### src/fswp_defines.vh
// constants for the flash status and write-protect block
`ifndef FSWP_DEFINES_VH
`define FSWP_DEFINES_VH
// command opcodes
`define FSWP_OP_WR_ENABLE 8'h06
`define FSWP_OP_WR_DISABLE 8'h04
`define FSWP_OP_RD_STATUS 8'h05
`define FSWP_OP_WR_STATUS 8'h01
`define FSWP_OP_PAGE_PROG 8'h02
`define FSWP_OP_SECT_ERASE 8'h20
`define FSWP_OP_BLK_ERASE_A 8'h52
`define FSWP_OP_BLK_ERASE_B 8'hD8
`define FSWP_OP_CHIP_ERASE_A 8'h60
`define FSWP_OP_CHIP_ERASE_B 8'hC7
// status field positions
`define FSWP_BUSY_BIT 0
`define FSWP_LATCH_BIT 1
`define FSWP_LVL_LSB 2
`define FSWP_LVL_MSB 5
`define FSWP_ZERO_BIT 6
`define FSWP_LOCK_BIT 7
// reset values of the non-volatile fields
`define FSWP_LVL_RST 4'h0
`define FSWP_LOCK_RST 1'b0
// frame lengths in serial clock edges
`define FSWP_BITS_OPCODE 6'd8
`define FSWP_BITS_STATUS 6'd16
`define FSWP_BITS_ADDR 6'd32
// timing: core clock period and status write time in ns
`define FSWP_CLK_NS 25
`define FSWP_STATUS_WRITE_TIME_NS 15000000
`define FSWP_STATUS_WRITE_CYC \
  ((`FSWP_STATUS_WRITE_TIME_NS + `FSWP_CLK_NS - 1) / `FSWP_CLK_NS)
`endif

### src/fswp_status_protect.v
// status register, write latch and protection logic of a serial flash
// Functional notes
// [RULE1] write-disable completion clears the write latch
// [RULE2] latch cleared at reset and after disable, status write, program, erase
// [RULE3] read-status answered at any time, repeating while clocks continue
// [RULE4] host should poll busy before new commands during operations
// [RULE5] status bit 0 is busy during program, erase or status write
// [RULE6] status bit 1 is the write latch; writes need it set
// [RULE7] program or erase on protected region ignored, latch unchanged
// [RULE8] bits 5..2 are protect level, changed only by write-status; the code also loads FSWP_LVL_RST into them at reset
// [RULE9] chip erase runs only when protect level is zero
// [RULE10] lock set with protect pin low refuses write-status
// [RULE11] bit 6 reads zero, bit 7 is the status lock bit
// [RULE12] write-status needs a prior write-enable; refused with latch clear
// [RULE13] write-status updates only lock and level bits
// [RULE14] write-status discarded unless select rises on a byte boundary
// [RULE15] timed status write starts at select rise, busy then latch clear
// [RULE16] lock clear, or lock set with pin high, allows status writes
// [RULE17] write-enable completion sets the write latch
// [RULE18] one opcode byte msb first on rising clock, then data bytes
// [RULE19] while busy, only status reads are accepted
`timescale 1ns/1ps
`include "fswp_defines.vh"
module fswp_status_protect #(
  parameter STATUS_WRITE_CYC = `FSWP_STATUS_WRITE_CYC,
  parameter CNT_W = 20
)(
  input wire core_clk,
  input wire nrst,
  input wire spi_sclk,
  input wire spi_cs_n,
  input wire spi_mosi,
  input wire wp_n,
  output wire spi_miso,
  output wire spi_miso_oe,
  output wire [7:0] status_out,
  output wire [3:0] protect_level_bits,
  output wire busy_flag,
  output wire write_latch_flag,
  output reg array_op_start,
  output reg [7:0] array_op_code,
  output reg [23:0] array_addr,
  input wire array_addr_protected,
  input wire array_op_done
);
  reg sclk_m_q, sclk_s_q, sclk_p_q;
  reg cs_m_q, cs_s_q, cs_p_q;
  reg mosi_m_q, mosi_s_q;
  reg wp_m_q, wp_s_q;
  reg [5:0] bit_cnt_q;
  reg [31:0] shift_q;
  reg [7:0] opcode_q;
  reg rd_active_q;
  reg [2:0] out_idx_q;
  reg [7:0] snap_q;
  reg miso_q;
  reg latch_q;
  reg [3:0] level_q;
  reg lock_q;
  reg [7:0] new_status_q;
  reg sw_busy_q;
  reg arr_busy_q;
  reg [CNT_W-1:0] sw_cnt_q;
  wire sclk_rise, sclk_fall, cs_rise, cs_low, busy, hw_protect;
  wire [5:0] bits_next;
  wire [7:0] status;

  // program, sector and block erase opcodes (not chip erase) that need the latch and a free region
  function is_array_write;
    input [7:0] op;
    begin
      is_array_write = (op == `FSWP_OP_PAGE_PROG) ||
        (op == `FSWP_OP_SECT_ERASE) || (op == `FSWP_OP_BLK_ERASE_A) ||
        (op == `FSWP_OP_BLK_ERASE_B);
    end
  endfunction

  function is_chip_erase;
    input [7:0] op;
    begin
      is_chip_erase = (op == `FSWP_OP_CHIP_ERASE_A) ||
        (op == `FSWP_OP_CHIP_ERASE_B);
    end
  endfunction

  // two-stage synchronisers; the third sclk/cs stage is for edge finding
  always @(posedge core_clk)
  begin
    if (!nrst)
    begin
      sclk_m_q <= 1'b0;
      sclk_s_q <= 1'b0;
      sclk_p_q <= 1'b0;
      cs_m_q <= 1'b1;
      cs_s_q <= 1'b1;
      cs_p_q <= 1'b1;
      mosi_m_q <= 1'b0;
      mosi_s_q <= 1'b0;
      wp_m_q <= 1'b1;
      wp_s_q <= 1'b1;
    end
    else
    begin
      sclk_m_q <= spi_sclk;
      sclk_s_q <= sclk_m_q;
      sclk_p_q <= sclk_s_q;
      cs_m_q <= spi_cs_n;
      cs_s_q <= cs_m_q;
      cs_p_q <= cs_s_q;
      mosi_m_q <= spi_mosi;
      mosi_s_q <= mosi_m_q;
      wp_m_q <= wp_n;
      wp_s_q <= wp_m_q;
    end
  end

  assign cs_low = !cs_s_q;
  assign sclk_rise = cs_low && sclk_s_q && !sclk_p_q;
  assign sclk_fall = cs_low && !sclk_s_q && sclk_p_q;
  assign cs_rise = cs_s_q && !cs_p_q;
  assign bits_next = bit_cnt_q + 6'd1;
  assign busy = sw_busy_q || arr_busy_q;
  assign hw_protect = lock_q && !wp_s_q; // [RULE10]

  // live status image; bit 6 is hard zero
  assign status = {lock_q, 1'b0, level_q, latch_q, busy}; // [RULE11] [RULE5]

  // serial input: opcode then data, msb first on rising sclk
  always @(posedge core_clk)
  begin
    if (!nrst || !cs_low)
    begin
      bit_cnt_q <= 6'd0;
      shift_q <= 32'h0000_0000;
      opcode_q <= 8'h00;
      rd_active_q <= 1'b0;
    end
    else if (sclk_rise)
    begin
      shift_q <= {shift_q[30:0], mosi_s_q}; // [RULE18]
      // saturate so an overlong frame never looks like a boundary hit
      if (bit_cnt_q != 6'h3F)
        bit_cnt_q <= bits_next;
      if (bits_next == `FSWP_BITS_OPCODE)
      begin
        opcode_q <= {shift_q[6:0], mosi_s_q};
        if ({shift_q[6:0], mosi_s_q} == `FSWP_OP_RD_STATUS)
          rd_active_q <= 1'b1; // [RULE3]
      end
    end
  end

  // status readout on falling sclk, snapshot per byte, repeats forever
  always @(posedge core_clk)
  begin
    if (!nrst || !cs_low)
    begin
      out_idx_q <= 3'd7;
      snap_q <= 8'h00;
      miso_q <= 1'b0;
    end
    else if (sclk_fall && rd_active_q)
    begin
      out_idx_q <= out_idx_q - 3'd1; // [RULE3]
      if (out_idx_q == 3'd7)
      begin
        snap_q <= status;
        miso_q <= status[7];
      end
      else
        miso_q <= snap_q[out_idx_q];
    end
  end

  assign spi_miso = miso_q;
  assign spi_miso_oe = rd_active_q && cs_low;

  // command execution at select rise; frame length must match exactly
  always @(posedge core_clk)
  begin
    if (!nrst)
    begin
      latch_q <= 1'b0; // [RULE2]
      level_q <= `FSWP_LVL_RST;
      lock_q <= `FSWP_LOCK_RST;
      new_status_q <= 8'h00;
      sw_busy_q <= 1'b0;
      sw_cnt_q <= {CNT_W{1'b0}};
      arr_busy_q <= 1'b0;
      array_op_start <= 1'b0;
      array_op_code <= 8'h00;
      array_addr <= 24'h00_0000;
    end
    else
    begin
      array_op_start <= 1'b0;
      // timed status write in progress
      if (sw_busy_q)
      begin
        if (sw_cnt_q == STATUS_WRITE_CYC[CNT_W-1:0] - 1'b1)
        begin
          sw_busy_q <= 1'b0; // [RULE15]
          lock_q <= new_status_q[`FSWP_LOCK_BIT]; // [RULE13] [RULE8]
          level_q <= new_status_q[`FSWP_LVL_MSB:`FSWP_LVL_LSB];
          latch_q <= 1'b0; // [RULE2]
        end
        else
          sw_cnt_q <= sw_cnt_q + 1'b1;
      end
      // array operation ends when the array side reports done
      if (arr_busy_q && array_op_done)
      begin
        arr_busy_q <= 1'b0;
        latch_q <= 1'b0; // [RULE2]
      end
      // busy refuses every new command except reads
      if (cs_rise && !busy) // [RULE19]
      begin
        if (bit_cnt_q == `FSWP_BITS_OPCODE &&
            opcode_q == `FSWP_OP_WR_ENABLE)
          latch_q <= 1'b1; // [RULE17]
        else if (bit_cnt_q == `FSWP_BITS_OPCODE &&
                 opcode_q == `FSWP_OP_WR_DISABLE)
          latch_q <= 1'b0; // [RULE1]
        else if (bit_cnt_q == `FSWP_BITS_STATUS &&
                 opcode_q == `FSWP_OP_WR_STATUS &&
                 latch_q && !hw_protect) // [RULE14] [RULE12] [RULE16]
        begin
          new_status_q <= shift_q[7:0];
          sw_busy_q <= 1'b1; // [RULE15]
          sw_cnt_q <= {CNT_W{1'b0}};
        end
        else if (bit_cnt_q == `FSWP_BITS_OPCODE &&
                 is_chip_erase(opcode_q) && latch_q &&
                 level_q == 4'h0) // [RULE9] [RULE6]
        begin
          arr_busy_q <= 1'b1;
          array_op_start <= 1'b1;
          array_op_code <= opcode_q;
          array_addr <= 24'h00_0000;
        end
        // protected target: ignored and the latch is left alone
        else if (bit_cnt_q == `FSWP_BITS_ADDR &&
                 is_array_write(opcode_q) && latch_q &&
                 !array_addr_protected) // [RULE7] [RULE6]
        begin
          arr_busy_q <= 1'b1;
          array_op_start <= 1'b1;
          array_op_code <= opcode_q;
          array_addr <= shift_q[23:0];
        end
      end
    end
  end

  // flags brought out straight from their registers
  assign status_out = status;
  assign protect_level_bits = level_q; // [RULE8]
  assign busy_flag = busy;
  assign write_latch_flag = latch_q;
endmodule

### config.mk
export PLATFORM = sky130hd
export DESIGN_NAME = fswp_status_protect
export DESIGN_NICKNAME = d
export VERILOG_FILES = /design/src/fswp_status_protect.v
export VERILOG_INCLUDE_DIRS = /design/src /design/src/src
export SDC_FILE = /design/constraint.sdc
export NUM_CORES = 1
export LEC_CHECK = 0
export BUFFER_PORTS_ARGS = -buffer_cell sky130_fd_sc_hd__clkbuf_2
export CORE_MARGIN = 2
export CORE_UTILIZATION = 40
export DETAILED_ROUTE_END_ITERATION = 16
export GPL_TIMING_DRIVEN = 0
export PLACE_DENSITY = 0.62
export SLEW_MARGIN = 20
export SYNTH_ARGS = -nofsm -noshare
export SYNTH_HDL_FRONTEND = slang
export SYNTH_SLANG_ARGS = --single-unit
### constraint.sdc
create_clock -name core_clk -period 7 [get_ports core_clk]
set_input_delay 1.05 -clock core_clk [delete_from_list [all_inputs] [get_ports core_clk]]
set_output_delay 1.05 -clock core_clk [all_outputs]
set_load 0.1 [all_outputs]
=== After elaboration in Yosys (flattened, before gate mapping) ===
Cells that the tools add are included.

* Register bits: 129
* Output and inout bits: 49
* Logic and storage cells: 133

* Add/sub/neg operators: 3
* Magnitude comparators: 1
* Equal/unequal tests: 17
* Multiplexer cells: 34
* Bitwise gates (word level): 5
* Reduce and logical (&&, ||, !) cells: 46

{| class="wikitable"
|+ Operators by type and width
! kind !! number
|-
| $mux W20 || 6
|-
| $mux W24 || 2
|-
| $eq A8 B3 Y1 const B || 3
|-
| $mux W1 || 23
|-
| $logic_and A1 B1 Y1 || 21
|-
| $add A20 B1 Y20 const B || 1
|-
| $eq A20 B20 Y1 const B || 1
|-
| $eq A8 B7 Y1 const B || 2
|-
| $eq A8 B8 Y1 const B || 2
|-
| $mux W8 || 2
|-
| $eq A6 B4 Y1 const B || 2
|-
| $logic_not A1 Y1 || 9
|-
| $eq A8 B1 Y1 const B || 1
|-
| $eq A8 B2 Y1 const B || 1
|-
| $eq A8 B6 Y1 const B || 1
|-
| $reduce_and A2 Y1 || 4
|-
| $add A6 B1 Y6 const B || 1
|-
| $eq A6 B5 Y1 const B || 1
|-
| $eq A6 B6 Y1 const B || 1
|-
| $logic_or A1 B1 Y1 || 6
|-
| $ne A6 B6 Y1 const B || 1
|-
| $not A1 Y1 || 5
|-
| $reduce_and A5 Y1 || 1
|-
| $reduce_or A5 Y1 || 1
|-
| 8 further kinds || 8
|}

=== Depth between registers and ports, before layout ===
Gate-level depths: netlist of run 1.

* Word-level depth: 13
* Mapped depth: 8
* Gate-level depth less buffers: 7

=== Worst setup path after synthesis of run 1 ===
OpenSTA, ideal clock, no wires.

* Path kind: register to register
* From: register rd_active_q
* To: register snap_q[1]
* Setup time: 0.127 ns
* Data arrival time: 2.980 ns
* Required time: 6.873 ns
* Slack: 3.893 ns
* Stages on the path, launching flop included: 8
* Path buffers: 2
* Clock period less this slack: 3.107 ns
* Cells stage by stage: dfxtp_1 -> nor2b_1 -> and3b_1 -> clkbuf_1 -> and3_1 -> clkbuf_1 -> mux2i_1 -> nor2_1

* Cells in the longest elaborated chain, start to end: 2

{| class="wikitable"
|+ RTL lines
! what !! RTL line !! RTL
|-
| start, declared || fswp_status_protect.v:53 || <nowiki>reg rd_active_q;</nowiki>
|-
| start signal, assigned || fswp_status_protect.v:136 || <nowiki>rd_active_q <= 1'b0;</nowiki>
|-
| start signal, assigned || fswp_status_protect.v:148 || <nowiki>rd_active_q <= 1'b1;</nowiki>
|-
| $logic_and A1 B1 Y1 || fswp_status_protect.v:162 || <nowiki>else if (sclk_fall && rd_active_q)</nowiki>
|-
| $reduce_and A2 Y1 (no source line) || n/a ||
|-
| end signal, assigned || fswp_status_protect.v:167 || <nowiki>snap_q <= status;</nowiki>
|-
| end, declared || fswp_status_protect.v:55 || <nowiki>reg [7:0] snap_q;</nowiki>
|}

No other way between the ends.
A chain may end at the register's enable or synchronous reset.

=== Worst setup path in the final report of run 1 ===
* From: register sw_busy_q
* To: output status_out[0]

* Cells in the longest elaborated chain, start to end: 1

{| class="wikitable"
|+ RTL lines
! what !! RTL line !! RTL
|-
| start, declared || fswp_status_protect.v:61 || <nowiki>reg sw_busy_q;</nowiki>
|-
| start signal, assigned || fswp_status_protect.v:187 || <nowiki>sw_busy_q <= 1'b0;</nowiki>
|-
| start signal, assigned || fswp_status_protect.v:202 || <nowiki>sw_busy_q <= 1'b0;</nowiki>
|-
| start signal, assigned || fswp_status_protect.v:230 || <nowiki>sw_busy_q <= 1'b1;</nowiki>
|-
| $logic_or A1 B1 Y1 || fswp_status_protect.v:122 || <nowiki>assign busy = sw_busy_q || arr_busy_q;</nowiki>
|-
| end, declared || fswp_status_protect.v:36 || <nowiki>output wire [7:0] status_out,</nowiki>
|}

No other way between the ends.

==> results.json, run 1 <==
{
  "outcome": "finished, final reports clean",
  "min_clock_period_post_route_ns": 2.939,
  "met2_use_gr_pct": 28.39,
  "post_synth_and_or_nand_nor_area_fraction_pct": 22.91,
  "clock.fmax_mhz": 340.3,
  "crit_path_cell_trace": "clkbuf_1 -> or2_2 -> buf_4 -> clkbuf_2",
  "yosys_warnings": 0,
  "setup-violations-final": 0,
  "finalMaxSlewViolations": 0,
  "min_from": "wp_m_q",
  "die_h_um": 120.4,
  "synthCells": 592,
  "ir_drop_v": 0.0001517,
  "num_vias": 4485,
  "synthArstFlopShare_pct": 0,
  "worst_path_max_delay_cell": "clkbuf_2",
  "gp_congestion": 0.8730,
  "placeableCoreArea_um2": 13240,
  "via_per_inst": 5.246,
  "netlist-cell-type-count": 60,
  "num_antenna_cells": 0,
  "final-seq-area_um2": 2522,
  "port-buffer-count": 55,
  "fin_skew_ns": 0.008850,
  "post_synthesis_compound_gate_area_fraction_pct": 11.20,
  "synth_seq_area_share_pct": 46.56,
  "start_kind": "flip-flop",
  "final_antenna_net_count": 0,
  "initial_core_utilization_pct": 40.91,
  "main_combinational_cell_family_by_area_after_synthesis": "simple AND/OR/NAND/NOR gates",
  "critical_path_required_ns": 5.95,
  "cp.buffers_inverters": 3,
  "post_route_worst_hold_slack_ns": 0.4069,
  "crit-reg2reg-launch": "cs_s_q",
  "post_synth_instance_area_um2": 5418,
  "postSynthNetCount": 606,
  "synth.top_cell.area_share_pct": 46.56,
  "initial_drc_count": 228,
  "grt_start_max_net_pins": 17,
  "layout.cells.most_common_list": "dfxtp_1 (126), nand2_1 (104), clkbuf_2 (55), mux2i_1 (52), nor2_1 (43)",
  "synth_flop_cell": "dfxtp_1",
  "crit_type": "reg -> out",
  "use_met3_pct": 5.283,
  "cp-end-kind": "primary output",
  "ctsRootBufferMaster": "clkbuf_16",
  "worst-path-max-fanout": 10,
  "antenna_violations_before_repair": 0,
  "timing_hold_violations_final": 0,
  "holdCritPathClass": "reg -> reg",
  "tightestPinTransition_ns": 0.8204,
  "cts.sink_count": 126,
  "floorplan.io_pins": 57,
  "post-dp-hpwl_mm": 8.948,
  "depth_of_the_cts_h_tree": 4,
  "critPathMaxStageDelay_ns": 0.44,
  "total_length_of_routed_wires_mm": 12.65,
  "setup_bufs_post_cts": 0,
  "final_common_cell": "dfxtp_1",
  "globalRouteTotalUtil_pct": 18.02,
  "post_cts_resized": 0,
  "wl_per_cell_um": 14.79,
  "total_leakage_power_nw": 2.568,
  "cts_hold_repair.buffers": 0,
  "critical_path_arrival_ns": 1.89,
  "startpoint": "sw_busy_q",
  "fillerInstances": 1265,
  "syn_area_per_cell_um2": 9.152,
  "synth_edf_count": 0,
  "tritoncts_clock_tree": "done",
  "cts.reportedPaths.clkPinSlew_ns": 0.06,
  "post_synth_fa_ha_maj_area_fraction_pct": 1.386,
  "postSynthRegisterBits": 126,
  "clock_tree.buffer_depth": 2,
  "post_synth_xor_area_fraction_pct": 2.910,
  "clock_latency_ns": 0.42,
  "die-area_um2": 14490,
  "grt_remaining_overflow": 0,
  "grtUsageMet1_pct": 23.07,
  "drtPass1Iterations": 5,
  "die_width_um": 120.4,
  "synth_mux_area_share_pct": 10.23,
  "power_per_cell_area_nw_per_um2": 256.6,
  "drc_violations": 0,
  "gr-max-usage-layer": "met2",
  "synth.largest_area_cell": "dfxtp_1",
  "cts_made_buffers": 17,
  "global_route_wire_length_before_repair_mm": 20.59,
  "synthToLayoutAreaGrowth_pct": 20.69,
  "multi_input_area_um2": 2639,
  "rows": 42,
  "share_of_final_layout_standard_cells_stronger_than_drive_strength_1_pct": 18.26,
  "grt_pass1_vias": 4284,
  "synthTopCellsByArea": "dfxtp_1 (47%), mux2i_1 (9.6%), nand2_1 (7.2%)",
  "grt_setup_unrepaired": "no",
  "design.final.nets": 680,
  "relative_slew_margins_pct": 45.19,
  "crit_family": "buffers and inverters",
  "max-cap-violations": 0,
  "fin_crit_sh_pct": 41.98,
  "fin_tns_setup_ns": 0
}
per-stage QoR:
| stage | power, mW | worst slack, ns | area (µm²) | std cells | util [%] |
|---|---|---|---|---|---|
| after floorplan | 0.7563 | 3.893 | 5418 | 592 | - |
| after global placement | 0.7664 | 3.875 | 5913 | 823 | 44.65 |
| after detailed placement | 0.7666 | 3.927 | 5913 | 823 | 44.65 |
| after CTS | 1.694 | 4.046 | 6539 | 855 | 49.38 |
| after global routing | 1.726 | 3.966 | 6539 | 855 | 49.38 |
| final | 1.678 | 4.061 | 6539 | 855 | 49.38 |
routing by layer:
metal  part of all wire, %  up-vias  routed length [µm]
li1                      -     2216                   -
met1                    46     2144                5847
met2                    47      107                5994
met3                   4.5       18                 575
met4                   1.8        0                 226
met5                     0        -                   0
registers in the layout (all words and copies together) (netlist names), 3 cells and up:
| register | count |
|---|---|
| shift_q | 24 |
| snap_q | 7 |
| array_addr | 24 |
| protect_level_bits | 4 |
| opcode_q | 8 |
| out_idx_q | 3 |
| array_op_code | 8 |
| sw_cnt_q | 20 |
| bit_cnt_q | 6 |
| new_status_q | 5 |
area by class of cell:
| cell class | instances | share of cell area [%] |
|---|---|---|
| inverters | 12 | 0.6889 |
| multi-input cells | 415 | 40.36 |
| well taps | 176 | 3.368 |
| clock buffers | 22 | 7.099 |
| plain buffers | 39 | 3.234 |
| flip-flops and latches | 126 | 38.58 |
| clock inverters | 10 | 2.468 |
| repair buffers | 55 | 4.210 |
cell usage after synthesis, drive strengths merged, types with 2 or more instances:
cell type / n
dfxtp: 126
nand2: 104
mux2i: 52
nor2: 43
a21oi: 33
clkbuf: 23
o21ai: 18
buf: 16
nand3: 16
xor2: 14
o221a: 12
inv: 11
nand2b: 11
nor4b: 11
nor3: 8
and2: 7
or3: 7
and3: 6
ha: 6
nand4: 6
nor4: 6
o211ai: 6
nor2b: 5
or4: 4
xnor2: 4
a31oi: 3
o2111ai: 3
o31ai: 3
or2: 3
or3b: 3
and3b: 2
and4: 2
power breakdown:
| group | switching, mW | leakage, nW | total, mW | internal [mW] |
|---|---|---|---|---|
| clock network | 0.313 | 0.296 | 0.926 | 0.613 |
| logic | 0.0219 | 1.25 | 0.0295 | 0.00761 |
| registers | 0.00150 | 1.02 | 0.722 | 0.720 |
| total | 0.336 | 2.57 | 1.68 | 1.34 |
path summary, 6_finish.rpt:
check	to	slack, ns	cells after the start
setup reg to reg	sw_cnt_q[17]	4.44	6
hold reg to reg	wp_s_q	0.41	1
hold / removal	wp_s_q	0.41	1
setup / recovery	status_out[0]	4.06	4
logic make-up after synthesis:
family                     after synthesis
xor gates and xnor gates                18
other                                    1
and+or+nand+nor                        248
buffers and inverters                   51
AOI/OAI and AO/OA                       88
muxes                                   54
adders and majority gates                6
DFF                                    126
Note: power is estimated with default switching activity, not from simulation.
==> inputs of run 2 (changes only) <==
- ABC_AREA: unset -> 1
- clock period: 7 -> 2.8 ns (I/O delays scaled with it)
==> run 2 against run 1 <==
Cell count grew 29%. Critical path depth shrank 1. Sequential cell count is the same. Cell area grew 4.6%. Critical endpoint unchanged.
==> results.json, run 2 <==
{
  "grt_setup_unrepaired": "no",
  "power.sequential.fraction_pct": 46.0,
  "post-dp-hpwl_mm": 10.25,
  "netSwitchingFraction_pct": 22.83,
  "power_per_cell_area_nw_per_um2": 573.3,
  "post_route_worst_hold_slack_ns": 0.1708,
  "num_vias": 5382,
  "fin_crit_sh_pct": 75.31,
  "die_width_um": 124.3,
  "post_synth_instance_area_um2": 5786,
  "grt_start_max_net_pins": 17,
  "post-synth-top-count-cell": "nand2_1",
  "synth.cells.most_frequent": "nand2_1 (184), nor2_1 (148), dfxtp_1 (126)",
  "utilization_pct": 48.89,
  "fin_skew_ns": 0.01035,
  "synth.largest_area_cell": "dfxtp_1",
  "drtPass1Iterations": 5,
  "rows": 43,
  "share_of_final_layout_standard_cells_stronger_than_drive_strength_1_pct": 14.12,
  "grt_remaining_overflow": 0,
  "comb_power_share_pct": 2.2,
  "fin_tns_setup_ns": 0,
  "die-area_um2": 15440,
  "cp-end-kind": "primary output",
  "depth_of_the_cts_h_tree": 4,
  "cts_made_buffers": 17,
  "tritoncts_clock_tree": "done",
  "clock.fmax_mhz": 474.2,
  "ctsRootBufferMaster": "clkbuf_16",
  "relative_slew_margins_pct": 59.10,
  "timing_hold_violations_final": 0,
  "tightestPinTransition_ns": 0.6135,
  "synth_edf_count": 0,
  "initial_core_utilization_pct": 41.36,
  "synth.top_cell.area_share_pct": 43.60,
  "netlist-cell-type-count": 33,
  "ir_drop_v": 0.0004576,
  "clock_latency_ns": 0.43,
  "initial_drc_count": 367,
  "final_common_cell": "nand2_1",
  "synth_seq_area_share_pct": 43.60,
  "postSynthRegisterBits": 126,
  "post_cts_resized": 0,
  "clock_tree.buffer_depth": 2,
  "cts.reportedPaths.clkPinSlew_ns": 0.06,
  "syn_area_per_cell_um2": 6.929,
  "wl_per_cell_um": 12.87,
  "power.internal_mw": 3.026,
  "num_antenna_cells": 0,
  "synthArstFlopShare_pct": 0,
  "layout.cells.most_common_list": "nand2_1 (184), nor2_1 (147), dfxtp_1 (126), a21oi_1 (72), inv_1 (67)",
  "holdCritPathClass": "in -> reg",
  "critPathMaxStageDelay_ns": 0.47,
  "synth_flop_cell": "dfxtp_1",
  "worst-path-max-fanout": 7,
  "synthTopCellsByArea": "dfxtp_1 (44%), nand2_1 (12%), nor2_1 (9.6%)",
  "placeableCoreArea_um2": 13990,
  "fillerInstances": 1480,
  "global_route_wire_length_before_repair_mm": 23.50,
  "min_clock_period_post_route_ns": 2.109,
  "gp_congestion": 0.8837,
  "cts_hold_repair.buffers": 0,
  "port-buffer-count": 54,
  "start_kind": "flip-flop",
  "critical_path_required_ns": 2.38,
  "fin_total_pwr_mw": 3.921,
  "die_h_um": 124.3,
  "outcome": "finished, final reports clean",
  "worst_path_max_delay_cell": "dfxtp_1",
  "antenna_violations_before_repair": 0,
  "via_per_inst": 4.888,
  "floorplan.io_pins": 57,
  "design.final.nets": 922,
  "reg_top3": "array_addr (24), shift_q (24), sw_cnt_q (20)",
  "synthCells": 835,
  "setup_bufs_post_cts": 0,
  "setup-violations-final": 0,
  "yosys_warnings": 0,
  "finalMaxSlewViolations": 0,
  "grt_pass1_vias": 4818,
  "crit_type": "reg -> out",
  "total_leakage_power_nw": 2.878,
  "synthToLayoutAreaGrowth_pct": 18.21,
  "postSynthNetCount": 849,
  "total_length_of_routed_wires_mm": 14.17,
  "final_antenna_net_count": 0,
  "crit_path_cell_trace": "or2_4 -> buf_4 -> clkbuf_2",
  "power_frac_clock_pct": 51.9,
  "globalRouteTotalUtil_pct": 18.74,
  "p_switching_mw": 0.8950,
  "max-cap-violations": 0,
  "cts.sink_count": 126,
  "critical_path_arrival_ns": 1.69,
  "drc_violations": 0
}
run 2: cell count changes in the layout (fill, tap and decap cells not counted), moves of 13 or more:
cell and delta:
nand2_1 +80, o21ai_0 +32, mux2i_1 -52, a21oi_1 +39, buf_2 +13, nor2_1 +104, nand3_1 +50, inv_1 +56
run 2: worst paths after layout:
path / start / to / slack [ns] / depth (start not counted)
max: sw_busy_q / status_out[0] / 0.69 / 3
min: spi_mosi / mosi_m_q / 0.17 / 3
max reg2reg: bit_cnt_q[0] / opcode_q[1] / 0.82 / 8
min reg2reg: cs_m_q / cs_s_q / 0.41 / 1
run 2: critical path, delay by kind of cell (launching register included):
kind | cells | cell delay, ns
buffers and inverters | 2 | 0.56
DFF | 1 | 0.47
and+or+nand+nor | 1 | 0.24
run 2: per-layer routing:
layer	share of wire (%)	GRT usage [%]
met3	3.5	4.983
met1	50	25.52
met4	1.8	7.270
met5	0	0
met2	44	28.35
run 2: through the flow:
step	cell area (µm²)	setup slack [ns]	std cells
after global routing	6839	0.6436	1101
after detailed placement	6284	0.5378	1069
after global placement	6284	0.5895	1069
after floorplan	5788	0.5335	835
final	6839	0.6914	1101
after CTS	6839	0.6790	1101
run 2: power by group through the flow:
stage | Sequential, mW | Clock, mW | Combinational (mW)
floorplan | 1.84 | 0 | 0.0584
global placement | 1.84 | 0 | 0.0843
detailed placement | 1.84 | 0 | 0.0847
CTS | 1.80 | 2.06 | 0.0848
global route | 1.80 | 2.15 | 0.0936
finish | 1.80 | 2.03 | 0.0845
run 2: layout make-up:
type	count	area, µm²	share of cell area (%)
inverter	70	262.8	3.842
tap	180	225.2	3.293
clock buffer	20	466.7	6.824
multi-input combinational	591	2726	39.86
buffer	48	276.5	4.043
sequential	126	2522	36.88
timing repair buffer	54	270.3	3.952
clock inverter	12	88.84	1.299
run 2: kinds of logic (layout without fill, tap and decap cells):
family                   count (synthesis)  count (layout)  share of synthesized area [%]
flip-flops                             126             126                          43.60
other                                    1               1                        0.06482
buffers and inverters                  118             204                          9.321
adder cells (fa/ha/maj)                  6               6                          1.298
XOR/XNOR                                18              18                          2.725
AO/OA/AOI/OAI                          122             122                          10.64
AND/OR/NAND/NOR                        444             444                          32.35
